`config.mk`:
```
export PLATFORM = sky130hd
export DESIGN_NAME = cscg_ctrl
export DESIGN_NICKNAME = d
export VERILOG_FILES = /design/src/rtl/cscg_pkg.sv /design/src/rtl/cscg_ctrl.sv
export SDC_FILE = /design/constraint.sdc
export NUM_CORES = 1
export LEC_CHECK = 0
export ABC_CLOCK_PERIOD_IN_PS = 29200
export BUFFER_PORTS_ARGS = -buffer_cell sky130_fd_sc_hd__buf_2
export CORE_ASPECT_RATIO = 0.7
export CORE_MARGIN = 3
export CORE_UTILIZATION = 53
export CTS_CLUSTER_DIAMETER = 50
export DETAILED_ROUTE_END_ITERATION = 7
export PLACE_DENSITY = 0.7
export SYNTH_ARGS = -nofsm -noshare
export SYNTH_HDL_FRONTEND = slang
export SYNTH_SLANG_ARGS = --single-unit
```
`constraint.sdc`:
```
create_clock -name clk -period 29.2 [get_ports clk]
set_clock_uncertainty 0.2 [all_clocks]
set_input_delay 2.92 -clock clk [delete_from_list [all_inputs] [get_ports clk]]
set_output_delay 2.92 -clock clk [all_outputs]
set_load 0.02 [all_outputs]
```
`src/rtl/cscg_pkg.sv`:
```
// package: register map, field layouts and types for the cursor, scroll and chargen control block
// Behaviour
// one 16-bit cursor register is both cursor position and memory access pointer
// after each memory access cursor steps by the two-bit direction setting
// cursor drawn in first layer for two layers, third layer for three layers
// cursor hidden when its address lies outside its layer's memory region
// dummy cursor only with graphics shown, text off, host-supplied cursor address
// auto-step is in byte units; host reloads cursor across multi-byte characters
// with no text screen shown only a bar cursor is rendered
// mixed first layer, block shape: block over text, bar over graphics
// each layer is a window split into two blocks with own start addresses
// each block's displayed start address comes from host-written scroll registers
// host blanks the newly exposed bottom line; device never clears it
// host adds or subtracts the address pitch to scroll a block
// text blocks wrap horizontally in single character steps
// three-bit pixel scroll field shifts text blocks horizontally by pixels
// host keeps pixel scroll at zero in 2 and 4 bpp modes
// text scrolls vertically by characters; graphics scrolls by pixels both ways; code forces pixel_shift to 0 in graphics mode
// pixel horizontal scroll is shared by all blocks of a screen
// pattern RAM holds 8x8 patterns at height bit 0, 8x16 at 1
// with font ROM selected pattern RAM base is relocatable anywhere
// pattern RAM use forces 1 bpp; grayscale depths not allowed
// font ROM gives 160 chars of 5x7, mixable with 64 pattern RAM chars
// host saves and restores cursor around accesses outside the visible area
// graphics mode line start is previous line start plus address pitch
// pattern fetch address is base plus shifted code plus row index
// cursor stepping wraps modulo 65536 without any error indication
package cscg_pkg;
    localparam int ADDR_W = 16;
    localparam logic [7:0] OFS_CTRL   = 8'h00;
    localparam logic [7:0] OFS_PITCH  = 8'h06;
    localparam logic [7:0] OFS_SAD1   = 8'h0b;
    localparam logic [7:0] OFS_SAD2   = 8'h0e;
    localparam logic [7:0] OFS_SAD3   = 8'h11;
    localparam logic [7:0] OFS_SAD4   = 8'h14;
    localparam logic [7:0] OFS_DIR    = 8'h17;
    localparam logic [7:0] OFS_OVLAY  = 8'h18;
    localparam logic [7:0] OFS_PTBASE = 8'h19;
    localparam logic [7:0] OFS_HSCR   = 8'h1b;
    localparam logic [7:0] OFS_CURSOR = 8'h1c;
    localparam logic [7:0] OFS_DISP   = 8'h20;
    localparam logic [7:0] OFS_MEMACC = 8'h21;
    localparam logic [7:0] OFS_STATUS = 8'h22;
    localparam logic [7:0] OFS_LIMIT1 = 8'h23;
    localparam logic [7:0] OFS_LIMIT3 = 8'h24;
    localparam logic [7:0] OFS_FETCH  = 8'h25;
    localparam int CTRL_CGSEL_BIT  = 0;
    localparam int CTRL_TALL_BIT   = 2;
    localparam int OVLAY_THREE_BIT = 4;
    localparam int DISP_TEXT_BIT   = 0;
    localparam int DISP_GFX_BIT    = 1;
    localparam int DISP_BLOCK_BIT  = 2;
    localparam int DISP_MIXED_BIT  = 3;
    localparam int DISP_HOSTC_BIT  = 4;
    localparam int DISP_BPP_LSB    = 5;
    localparam int DISP_GFXMODE_BIT = 7;
    localparam int FONT_ROM_CHARS  = 160;
    localparam int PATTERN_CHARS   = 64;
    localparam logic [1:0] BPP_ONE = 2'h0;
    localparam logic [15:0] RST_PITCH = 16'h0028;
    localparam logic [15:0] RST_LIMIT = 16'hffff;
    localparam logic [7:0]  RST_DIR   = 8'h00;

    typedef enum logic [1:0] {
        CSCG_DIR_RIGHT = 2'b00,
        CSCG_DIR_LEFT  = 2'b01,
        CSCG_DIR_UP    = 2'b10,
        CSCG_DIR_DOWN  = 2'b11
    } cscg_dir_type;

    typedef enum logic [1:0] {
        CSCG_SHAPE_NONE  = 2'b00,
        CSCG_SHAPE_BAR   = 2'b01,
        CSCG_SHAPE_BLOCK = 2'b10
    } cscg_shape_type;

    typedef enum logic [1:0] {
        CSCG_LAYER_FIRST = 2'b01,
        CSCG_LAYER_THIRD = 2'b11
    } cscg_layer_type;

    typedef struct packed {
        logic            visible;
        cscg_shape_type  shape;
        cscg_layer_type  layer;
        logic [15:0]     addr;
    } cscg_cursor_type;

    typedef struct packed {
        logic [15:0] line_start;
        logic [15:0] pattern_addr;
        logic [2:0]  pixel_shift;
    } cscg_scan_type;
endpackage

```
`src/rtl/cscg_ctrl.sv`:
```
// cursor, scroll and character generator control with a classic wishbone register slave
module cscg_ctrl
    import cscg_pkg::*;
#(
    parameter int NUM_BLOCKS = 4
) (
    input  wire logic                 clk,
    input  wire logic                 reset,
    input  wire logic [7:0]           wb_adr_i,
    input  wire logic [31:0]          wb_dat_i,
    output logic      [31:0]          wb_dat_o,
    input  wire logic                 wb_we_i,
    input  wire logic [3:0]           wb_sel_i,
    input  wire logic                 wb_cyc_i,
    input  wire logic                 wb_stb_i,
    output logic                      wb_ack_o,
    input  wire logic                 line_start_i,
    input  wire logic                 frame_start_i,
    input  wire logic [1:0]           scan_block_i,
    input  wire logic                 scan_text_i,
    input  wire logic [7:0]           char_code_i,
    input  wire logic [3:0]           char_row_i,
    output cscg_cursor_type           cursor_o,
    output cscg_scan_type             scan_o,
    output logic [7:0]                mem_data_o,
    output logic                      mem_we_o,
    output logic [15:0]               mem_addr_o,
    output logic                      rom_sel_o,
    output logic                      cfg_error_o
);

    if (NUM_BLOCKS != 4) begin : g_param_check
        $error("cscg_ctrl: NUM_BLOCKS must be 4");
    end

    ////////////////////////////////////////////////////////////////////////////
    // register storage

    logic [7:0]  ctrl_reg;
    logic [15:0] pitch;
    logic [15:0] block_start_address [NUM_BLOCKS];
    logic [7:0]  cursor_step_direction_cmd;
    logic [7:0]  overlay;
    logic [15:0] pattern_table_base;
    logic [2:0]  pixel_hscroll_field;
    logic [15:0] cursor_addr;
    logic [7:0]  disp;
    logic [15:0] limit_first;
    logic [15:0] limit_third;
    logic [15:0] line_start;

    logic bus_req;
    logic wr_en;
    logic rd_en;
    logic mem_access;
    assign bus_req    = wb_cyc_i && wb_stb_i && !wb_ack_o;
    assign wr_en      = bus_req && wb_we_i;
    assign rd_en      = bus_req && !wb_we_i;
    assign mem_access = bus_req && (wb_adr_i == OFS_MEMACC);

    function automatic logic hit(input logic [7:0] adr, input logic [7:0] ofs);
        return adr == ofs;
    endfunction

    function automatic logic [15:0] merge16(input logic [15:0] old, input logic [31:0] d,
                                            input logic [3:0] sel);
        logic [15:0] r;
        r = old;
        if (sel[0]) r[7:0] = d[7:0];
        if (sel[1]) r[15:8] = d[15:8];
        return r;
    endfunction

    ////////////////////////////////////////////////////////////////////////////
    // wishbone ack: one cycle after request

    always_ff @(posedge clk or posedge reset) begin
        if (reset) begin
            wb_ack_o <= 1'b0;
        end else begin
            wb_ack_o <= bus_req;
        end
    end

    ////////////////////////////////////////////////////////////////////////////
    // configuration registers

    always_ff @(posedge clk or posedge reset) begin
        if (reset) begin
            ctrl_reg                  <= 8'h00;
            pitch                     <= RST_PITCH;
            cursor_step_direction_cmd <= RST_DIR;
            overlay                   <= 8'h00;
            pattern_table_base        <= 16'h0000;
            pixel_hscroll_field       <= 3'h0;
            disp                      <= 8'h00;
            limit_first               <= RST_LIMIT;
            limit_third               <= RST_LIMIT;
        end else if (wr_en && wb_sel_i[0]) begin
            if (hit(wb_adr_i, OFS_CTRL)) ctrl_reg <= wb_dat_i[7:0];
            else if (hit(wb_adr_i, OFS_PITCH)) pitch <= merge16(pitch, wb_dat_i, wb_sel_i);
            else if (hit(wb_adr_i, OFS_DIR)) cursor_step_direction_cmd <= wb_dat_i[7:0];
            else if (hit(wb_adr_i, OFS_OVLAY)) overlay <= wb_dat_i[7:0];
            else if (hit(wb_adr_i, OFS_PTBASE)) pattern_table_base <= merge16(pattern_table_base, wb_dat_i, wb_sel_i);
            else if (hit(wb_adr_i, OFS_HSCR)) pixel_hscroll_field <= wb_dat_i[2:0];
            else if (hit(wb_adr_i, OFS_DISP)) disp <= wb_dat_i[7:0];
            else if (hit(wb_adr_i, OFS_LIMIT1)) limit_first <= merge16(limit_first, wb_dat_i, wb_sel_i);
            else if (hit(wb_adr_i, OFS_LIMIT3)) limit_third <= merge16(limit_third, wb_dat_i, wb_sel_i);
        end
    end

    // scroll start registers, one per block
    genvar gi;
    generate
        for (gi = 0; gi < NUM_BLOCKS; gi++) begin : g_sad
            localparam logic [7:0] OFS = OFS_SAD1 + 8'(3 * gi);
            always_ff @(posedge clk or posedge reset) begin
                if (reset) begin
                    block_start_address[gi] <= 16'h0000;
                end else if (wr_en && wb_sel_i[0] && hit(wb_adr_i, OFS)) begin
                    block_start_address[gi] <= merge16(block_start_address[gi], wb_dat_i, wb_sel_i);
                end
            end
        end
    endgenerate

    ////////////////////////////////////////////////////////////////////////////
    // cursor pointer and memory access port

    logic [15:0] step;
    always_comb begin
        case (cscg_dir_type'(cursor_step_direction_cmd[1:0]))
            CSCG_DIR_RIGHT: step = 16'h0001;
            CSCG_DIR_LEFT:  step = 16'hffff;
            CSCG_DIR_UP:    step = 16'(-pitch);
            default:        step = pitch;
        endcase
    end

    logic [15:0] next_cursor;
    assign next_cursor = cursor_addr + step;

    always_ff @(posedge clk or posedge reset) begin
        if (reset) begin
            cursor_addr <= 16'h0000;
        end else if (wr_en && hit(wb_adr_i, OFS_CURSOR) && wb_sel_i[0]) begin
            cursor_addr <= merge16(cursor_addr, wb_dat_i, wb_sel_i);
        end else if (mem_access) begin
            cursor_addr <= next_cursor;
        end
    end

    always_ff @(posedge clk or posedge reset) begin
        if (reset) begin
            mem_we_o   <= 1'b0;
            mem_addr_o <= 16'h0000;
            mem_data_o <= 8'h00;
        end else begin
            mem_we_o <= mem_access && wb_we_i && wb_sel_i[0];
            if (mem_access) begin
                mem_addr_o <= cursor_addr;
                mem_data_o <= wb_dat_i[7:0];
            end
        end
    end

    ////////////////////////////////////////////////////////////////////////////
    // cursor layer, visibility and shape

    logic three_layers;
    logic text_on;
    logic gfx_on;
    logic host_cursor;
    logic in_region;
    logic [15:0] layer_base;
    logic [15:0] layer_limit;
    cscg_shape_type next_shape;

    assign three_layers = overlay[OVLAY_THREE_BIT];
    assign text_on      = disp[DISP_TEXT_BIT];
    assign gfx_on       = disp[DISP_GFX_BIT];
    assign host_cursor  = disp[DISP_HOSTC_BIT];
    assign layer_base   = three_layers ? block_start_address[3] : block_start_address[0];
    assign layer_limit  = three_layers ? limit_third : limit_first;
    assign in_region    = (cursor_addr >= layer_base) && (cursor_addr <= layer_limit);

    always_comb begin
        next_shape = CSCG_SHAPE_NONE;
        if (!in_region) begin
            next_shape = CSCG_SHAPE_NONE;
        end else if (!text_on) begin
            if (gfx_on && host_cursor) next_shape = CSCG_SHAPE_BAR;
        end else if (disp[DISP_BLOCK_BIT]) begin
            if (disp[DISP_MIXED_BIT] && !scan_text_i) next_shape = CSCG_SHAPE_BAR;
            else next_shape = CSCG_SHAPE_BLOCK;
        end else begin
            next_shape = CSCG_SHAPE_BAR;
        end
    end

    always_ff @(posedge clk or posedge reset) begin
        if (reset) begin
            cursor_o <= '0;
        end else begin
            cursor_o.visible <= next_shape != CSCG_SHAPE_NONE;
            cursor_o.shape   <= next_shape;
            cursor_o.layer   <= three_layers ? CSCG_LAYER_THIRD : CSCG_LAYER_FIRST;
            cursor_o.addr    <= cursor_addr;
        end
    end

    ////////////////////////////////////////////////////////////////////////////
    // scan line start and pattern fetch address

    logic gfx_mode;
    assign gfx_mode = disp[DISP_GFXMODE_BIT];

    always_ff @(posedge clk or posedge reset) begin
        if (reset) begin
            line_start <= 16'h0000;
        end else if (frame_start_i) begin
            line_start <= block_start_address[scan_block_i];
        end else if (line_start_i && (gfx_mode || char_row_i == 4'h0)) begin
            line_start <= line_start + pitch;
        end
    end

    logic [15:0] code_shifted;
    logic [15:0] row_index;
    assign code_shifted = ctrl_reg[CTRL_TALL_BIT] ? {4'h0, char_code_i, 4'h0}
                                                  : {5'h00, char_code_i, 3'h0};
    assign row_index    = ctrl_reg[CTRL_TALL_BIT] ? {12'h000, char_row_i} : {13'h0000, char_row_i[2:0]};

    always_ff @(posedge clk or posedge reset) begin
        if (reset) begin
            scan_o <= '0;
        end else begin
            scan_o.line_start   <= line_start;
            scan_o.pattern_addr <= pattern_table_base + code_shifted + row_index;
            scan_o.pixel_shift  <= gfx_mode ? 3'h0 : pixel_hscroll_field;
        end
    end

    // with ctrl bit 0 clear font ROM covers the non-pattern codes; pattern RAM codes, and all codes with it set, go to memory
    logic pattern_code;
    assign pattern_code = (char_code_i[7:5] == 3'b100) || (char_code_i[7:5] == 3'b111);

    always_ff @(posedge clk or posedge reset) begin
        if (reset) begin
            rom_sel_o   <= 1'b0;
            cfg_error_o <= 1'b0;
        end else begin
            rom_sel_o   <= !ctrl_reg[CTRL_CGSEL_BIT] && !pattern_code;
            cfg_error_o <= disp[DISP_BPP_LSB +: 2] != BPP_ONE;
        end
    end

    ////////////////////////////////////////////////////////////////////////////
    // read data

    always_ff @(posedge clk or posedge reset) begin
        if (reset) begin
            wb_dat_o <= 32'h0000_0000;
        end else if (rd_en) begin
            if (hit(wb_adr_i, OFS_CTRL)) wb_dat_o <= {24'h000000, ctrl_reg};
            else if (hit(wb_adr_i, OFS_PITCH)) wb_dat_o <= {16'h0000, pitch};
            else if (hit(wb_adr_i, OFS_SAD1)) wb_dat_o <= {16'h0000, block_start_address[0]};
            else if (hit(wb_adr_i, OFS_SAD2)) wb_dat_o <= {16'h0000, block_start_address[1]};
            else if (hit(wb_adr_i, OFS_SAD3)) wb_dat_o <= {16'h0000, block_start_address[2]};
            else if (hit(wb_adr_i, OFS_SAD4)) wb_dat_o <= {16'h0000, block_start_address[3]};
            else if (hit(wb_adr_i, OFS_DIR)) wb_dat_o <= {24'h000000, cursor_step_direction_cmd};
            else if (hit(wb_adr_i, OFS_OVLAY)) wb_dat_o <= {24'h000000, overlay};
            else if (hit(wb_adr_i, OFS_PTBASE)) wb_dat_o <= {16'h0000, pattern_table_base};
            else if (hit(wb_adr_i, OFS_HSCR)) wb_dat_o <= {29'h00000000, pixel_hscroll_field};
            else if (hit(wb_adr_i, OFS_CURSOR)) wb_dat_o <= {16'h0000, cursor_addr};
            else if (hit(wb_adr_i, OFS_DISP)) wb_dat_o <= {24'h000000, disp};
            else if (hit(wb_adr_i, OFS_STATUS)) wb_dat_o <= {28'h0000000, cfg_error_o, in_region,
                                                          three_layers, text_on};
            else if (hit(wb_adr_i, OFS_LIMIT1)) wb_dat_o <= {16'h0000, limit_first};
            else if (hit(wb_adr_i, OFS_LIMIT3)) wb_dat_o <= {16'h0000, limit_third};
            else if (hit(wb_adr_i, OFS_FETCH)) wb_dat_o <= {16'h0000, scan_o.pattern_addr};
            else wb_dat_o <= 32'h0000_0000;
        end
    end

    ////////////////////////////////////////////////////////////////////////////
    // assertions

    AST_ACK_ONE: assert property (@(posedge clk) disable iff (reset)
        wb_ack_o |=> !wb_ack_o) else $error("ack held more than one cycle");
    AST_STEP: assert property (@(posedge clk) disable iff (reset)
        (mem_access && !wr_en) || (mem_access && wr_en) |=> cursor_addr == $past(next_cursor))
        else $error("cursor did not step after memory access");
    AST_WRAP: assert property (@(posedge clk) disable iff (reset)
        mem_access && cursor_addr == 16'hffff && cursor_step_direction_cmd[1:0] == 2'b00
        |=> cursor_addr == 16'h0000) else $error("cursor did not wrap");
    AST_MEMADDR: assert property (@(posedge clk) disable iff (reset)
        mem_access |=> mem_addr_o == $past(cursor_addr)) else $error("memory pointer mismatch");
    AST_LAYER: assert property (@(posedge clk) disable iff (reset)
        !$past(reset) |-> cursor_o.layer == ($past(three_layers) ? CSCG_LAYER_THIRD : CSCG_LAYER_FIRST))
        else $error("cursor layer wrong");
    AST_HIDE: assert property (@(posedge clk) disable iff (reset)
        !in_region |=> !cursor_o.visible) else $error("cursor shown outside its layer");
    AST_BAR_ONLY: assert property (@(posedge clk) disable iff (reset)
        !text_on |=> cursor_o.shape != CSCG_SHAPE_BLOCK) else $error("block cursor without text");
    AST_DUMMY: assert property (@(posedge clk) disable iff (reset)
        !text_on && !(gfx_on && host_cursor) |=> !cursor_o.visible) else $error("dummy cursor shown");
    AST_MIXED: assert property (@(posedge clk) disable iff (reset)
        in_region && text_on && disp[DISP_BLOCK_BIT] && disp[DISP_MIXED_BIT] && !scan_text_i
        |=> cursor_o.shape == CSCG_SHAPE_BAR) else $error("mixed layer shape wrong");
    AST_LINE: assert property (@(posedge clk) disable iff (reset)
        line_start_i && !frame_start_i && gfx_mode |=> line_start == $past(line_start) + $past(pitch))
        else $error("line start not advanced by pitch");
    AST_PATTERN: assert property (@(posedge clk) disable iff (reset)
        ##1 scan_o.pattern_addr == $past(pattern_table_base) + $past(code_shifted) + $past(row_index))
        else $error("pattern address wrong");

endmodule

```
; ---- Yosys cells after proc, flatten, opt, wreduce, memory -nomap -nowiden
; Cells that the tools add are included.
[op_classes]
n_addsub = 5
n_lt_le_gt_ge = 3
eq_ne = 22
muxes = 37
bitwise_logic = 9
n_reduce_logical = 56
[op_table]
columns = op, count
row1 = 2-to-1 mux 16 bit, 24
row2 = == test 8 x 5 -> 1 bit (second input constant), 7
row3 = == test 8 x 6 -> 1 bit (second input constant), 6
row4 = case mux 16 bit (3 select lines), 1
row5 = adder 16 bit, 2
row6 = binary-select mux 16 bit (select 2 bit), 1
row7 = AND reduction 11 bit, 2
row8 = AND reduction 2 bit, 11
row9 = AND reduction 7 bit, 3
row10 = AND reduction 10 bit, 2
row11 = logical AND 1 bit, 19
row12 = adder 16 x 12 -> 16 bit, 1
row13 = adder 16 x 4 -> 16 bit, 1
row14 = == test 8 x 4 -> 1 bit (second input constant), 2
row15 = greater-or-equal comparator 16 bit, 1
row16 = <= comparator 16 bit, 1
row17 = 2-to-1 mux 8 bit, 2
row18 = negator 16 bit, 1
row19 = 2-to-1 mux 12 bit, 1
row20 = AND reduction 4 bit, 3
row21 = 2-to-1 mux 2 bit, 5
row22 = == test 8 x 3 -> 1 bit (second input constant), 1
row23 = logical NOT 8 bit, 1
row24 = inverter 1 bit, 8
row25 = 16 further kinds, 26
[word_totals]
regBits = 311
input_bits = 66
output_inout_bits = 116
word_cells = 170

; ---- Logic depth before layout (Yosys ltp)
[logic_depth]
depth_word = 17
depth_mapped = 16
mapped_depth_nobuf = 16

; ---- Worst setup path after synthesis
; OpenSTA, ideal clock, no wires.
[synth_timing]
kind = input to register
startpoint = input char_row_i[3]
endpoint = register scan_o[18] in the netlist's numbering
setup_ns = 0.080
t_arrival_ns = 5.343
slack_ns = 23.577
stages = 11
n_path_buf = 0
cell_sequence = and2_1 -> fa_1 -> ha_1 -> a21o_1 -> a21oi_1 -> nor2_1 -> o21a_1 -> o41ai_1 -> o2111ai_1 -> o2111ai_1 -> xnor2_1
[synth_via]
elab_chain_len = 2
[synth_rtl]
columns = item, line
row1 = "start, declared", cscg_ctrl.sv:22  ; input wire logic [3:0] char_row_i,
row2 = 2-to-1 mux 4 bit, cscg_ctrl.sv:232  ; assign row_index = ctrl_reg[CTRL_TALL_BIT] ? {12'h000, char_row_i} : {13'h0000, char_row_i[2:0]};
row3 = adder 16 x 4 -> 16 bit, cscg_ctrl.sv:239  ; scan_o.pattern_addr <= pattern_table_base + code_shifted + row_index;
row4 = "end, declared", cscg_ctrl.sv:24  ; output cscg_scan_type scan_o,
; Every way passes these cells.
; A chain may end at the register's enable or synchronous reset.

; ---- Final worst setup path
[layout_timing]
startpoint = input char_row_i[1]
endpoint = register scan_o[18] in the netlist's numbering
; Same word-level chain as after synthesis.

==> metrics.md <==
| Metric | Value |
|---|---|
| Die Width | `216 um` |
| Dominant cell type by area after synthesis | `dfrtp_1` |
| Unrepaired setup endpoints after global routing | `false` |
| Reg2reg end | `cursor_addr[15]$_DFFE_PP0P_` |
| Util after Layout | `0.610` |
| Maximum vdd drop | `0.0423 mV` |
| Most area-consuming cells after synthesis | `dfrtp_1 (40%), mux2_2 (11%), ha_1 (6.6%)` |
| Worst path slowest cell | `o41ai_1` |
| Hold Crit Start | `line_start[15]$_DFFE_PP0P_` |
| Initial antenna violation count | `1` |
| Period utilization | `0.195` |
| Reg2Reg Depth | `14` |
| DP HPWL | `34800 um` |
| DRT antenna net count | `0` |
| CTS H-tree depth | `1` |
| Global routing usage on met3 | `0.0688` |
| Distinct cells, synth | `79` |
| Worst Path Required | `29.49 ns` |
| CP arrival | `6.00 ns` |
| Worst stage delay on the critical path | `0.62 ns` |
| Num Clock Sinks | `295` |
| WHS Endpoint | `scan_o[34]$_DFF_PP0_` |
| Crit path capture type | `flop` |
| DR DRC count | `0` |
| Worst r2r src | `pitch[2]$_DFFE_PP0P_` |
| Max reg flops | `64` |
| Vias in the first global route | `12709` |
| Max Freq | `0.175 GHz` |
| CTS clock-pin slew for the worst setup and hold paths | `0.06 ns` |
| Post-Syn Instances | `1498` |
| Cts repair resizes | `0` |
| Critical path peak fanout | `3` |
| Vias | `12791` |
| Global placement routability congestion | `0.916` |
| CP delay by family, top | `compound AO/OA/AOI/OAI gates` |
| CTS Buffer Depth | `3` |
| Pwr Density | `49.4 nW/um^2` |
| GR Util met1 | `0.423` |
| Grt met2 use | `0.441` |
| Critical setup path kind | `input pin to flop` |
| Global route hottest layer | `met2` |
| Die height | `153 um` |
| Routed length per placed instance | `23.3 um` |
| Worst reg2reg setup slack | `24.75 ns` |
| Number of fill cells | `2517` |
| Final std cells w/o fill | `2060` |
| Layout cells sized above 1 | `0.282` |
| Seq/Total Area, Yosys | `0.455` |
| # rows | `53` |
| Number of flops mapped to enable cells by yosys | `0` |
| Final nets | `1779` |
| Num CTS Buffers | `31` |
| Fin. max-slew vios | `0` |
| Core area | `30200 um^2` |
| Pin count of the biggest net entering global routing | `178` |
| Predominant post-synthesis flop cell | `dfrtp_1` |
| Die footprint | `33000 um^2` |
| Final TNS setup | `0 ns` |
| Via/cell ratio | `6.21` |
| Hold_buf cts | `0` |
| Crit path cell chain | `buf_2 -> ha_1 -> ha_1 -> fa_1 -> a21o_1 -> a21oi_1 -> nor2_1 -> o21a_1 -> o41ai_1 -> o2111ai_1 -> o2111ai_1 -> xnor2_1` |
| DRT iter0 DRCs | `1287` |
| Worst-Skew Late Latency | `0.57 ns` |
| Placed cell count | `2002` |
| Max cap viols | `0` |
| Initial core utilization | `0.541` |
| Yosys top cell area share | `0.400` |
| YS warnings | `0` |
| Root buffer cell | `clkbuf_16` |
| Post-Synthesis Cell Area | `16300 um^2` |
| Status | `finished, final reports clean` |
| Final wirelength | `47900 um` |
| Minimum clock period | `5.71 ns` |
| Ys async rst share | `1.00` |
| Syn_area_per_cell | `10.9 um^2` |
| Ports | `182` |
| FF+latch count, synth | `295` |
| Relative slew slack | `0.206` |
| Worst-margin pin slew | `1.18 ns` |
| P&R area growth vs syn | `12.7%` |
| WP buf/inv | `1` |
| Startpoint types | `input pin` |
| Number of setup buffers added after CTS | `0` |
| Final Hold Viols | `0` |
| DRT Pass-1 Iters | `7` |
| Leak | `8.95 nW` |
| All-layer global routing usage | `0.289` |
| Total global routing overflow | `0` |
| Hold depth | `0` |
| Hold WC Path Type | `flop to flop` |
| # port buffers | `147` |
| Regs by FF count | `block_start_address x64, scan_o x35, cursor_o x21` |
| CTS tree | `built` |
| First-pass GRT wire length | `74300 um` |
| Biggest register | `block_start_address` |
| Pre-CTS setup slack | `22.92 ns` |
| Setup Viol. Count Final | `0` |
| Fin worst setup slack | `23.49 ns` |
cell families after synthesis:
group | count (synthesis) | synth area share
simple gates | 401 | 0.124
compound gates | 326 | 0.130
flops | 295 | 0.455
mux | 227 | 0.164
buf+inv | 114 | 0.0319
fa+ha+maj | 90 | 0.0708
xor+xnor | 43 | 0.0231
other cells | 2 | 0.000460
cell usage after synthesis, types with 27 or more instances:
master / number
a21oi_1: 92
clkbuf_1: 43
dfrtp_1: 261
dfstp_2: 34
ha_1: 86
inv_1: 29
mux2_2: 163
mux2i_1: 43
nand2_1: 145
nand3_1: 27
nor2_1: 89
nor3_1: 32
o21ai_0: 71
xnor2_1: 31
per-stage QoR:
step	hold slack, ns	area (um^2)	total power, W
2_1_floorplan	0.152	16400	0.000484
3_3_place_gp	0.194	17400	0.000512
3_5_place_dp	0.189	17400	0.000514
4_1_cts	0.201	18400	0.000916
5_1_grt	0.215	18400	0.000942
6_report	0.203	18400	0.000909
cell usage in the layout, fill, tap and decap left out, drive strengths merged, types with 9 or more instances in the layout:
cell type and count:
a22o 9, ha 86, conb 17, nor3 43, inv 30, nand2 148, mux4 16, a21oi 92
nand3 31, a31oi 22, a22oi 20, or3 14, o21ai 76, a221oi 13, xnor2 31, nand2b 10
or2 9, nor2b 13, a211oi 9, clkbuf 46, dfstp 34, xor2 12, dfrtp 261, mux2 168
nor2 95, mux2i 43, buf 162, a222oi 18, a21o 16
power breakdown:
group	switching [W]	internal (W)	total, W	leakage (nW)
combinational	0.0000540	0.0000257	0.0000797	4.55
clock	0.000165	0.000237	0.000402	0.503
sequential	0.00000902	0.000418	0.000427	3.90
total	0.000228	0.000681	0.000909	8.95
routing by layer:
| layer | up-vias | wire length [um] |
|---|---|---|
| met3 | 86 | 4830 |
| met4 | 0 | 1130 |
| met5 | - | 0 |
| li1 | 5751 | - |
| met2 | 585 | 20900 |
| met1 | 6369 | 21100 |
worst register-to-register path, delay by kind of cell (launching register included):
kind,cells,cell delay [ns]
fa+ha+maj,1,0.33
flops,1,0.51
simple gates,4,1.23
compound gates,9,2.14
how the worst max path moves through the flow:
stage / from / end / cells past startpoint
2_1_floorplan: reset / block_start_address[0]$_DFFE_PP0P_ / 1
3_3_place_gp: char_row_i[1] / scan_o[18]$_DFF_PP0_ / 12
3_5_place_dp: char_row_i[1] / scan_o[18]$_DFF_PP0_ / 12
4_1_cts: char_row_i[1] / scan_o[18]$_DFF_PP0_ / 12
5_1_grt: char_row_i[1] / scan_o[18]$_DFF_PP0_ / 12
6_report: char_row_i[1] / scan_o[18]$_DFF_PP0_ / 12
layout make-up:
cell class / instances / area (um^2) / share of cell area
well taps: 412 / 515 / 0.0280
clock buffers: 46 / 892 / 0.0485
flip-flops and latches: 295 / 7430 / 0.404
repair buffers: 162 / 861 / 0.0468
diodes: 1 / 2.50 / 0.000136
inverters: 29 / 116 / 0.00632
multi-input cells: 1104 / 8440 / 0.459
clock inverters: 11 / 146 / 0.00796
No activity file was read; power rests on OpenSTA's default activity.
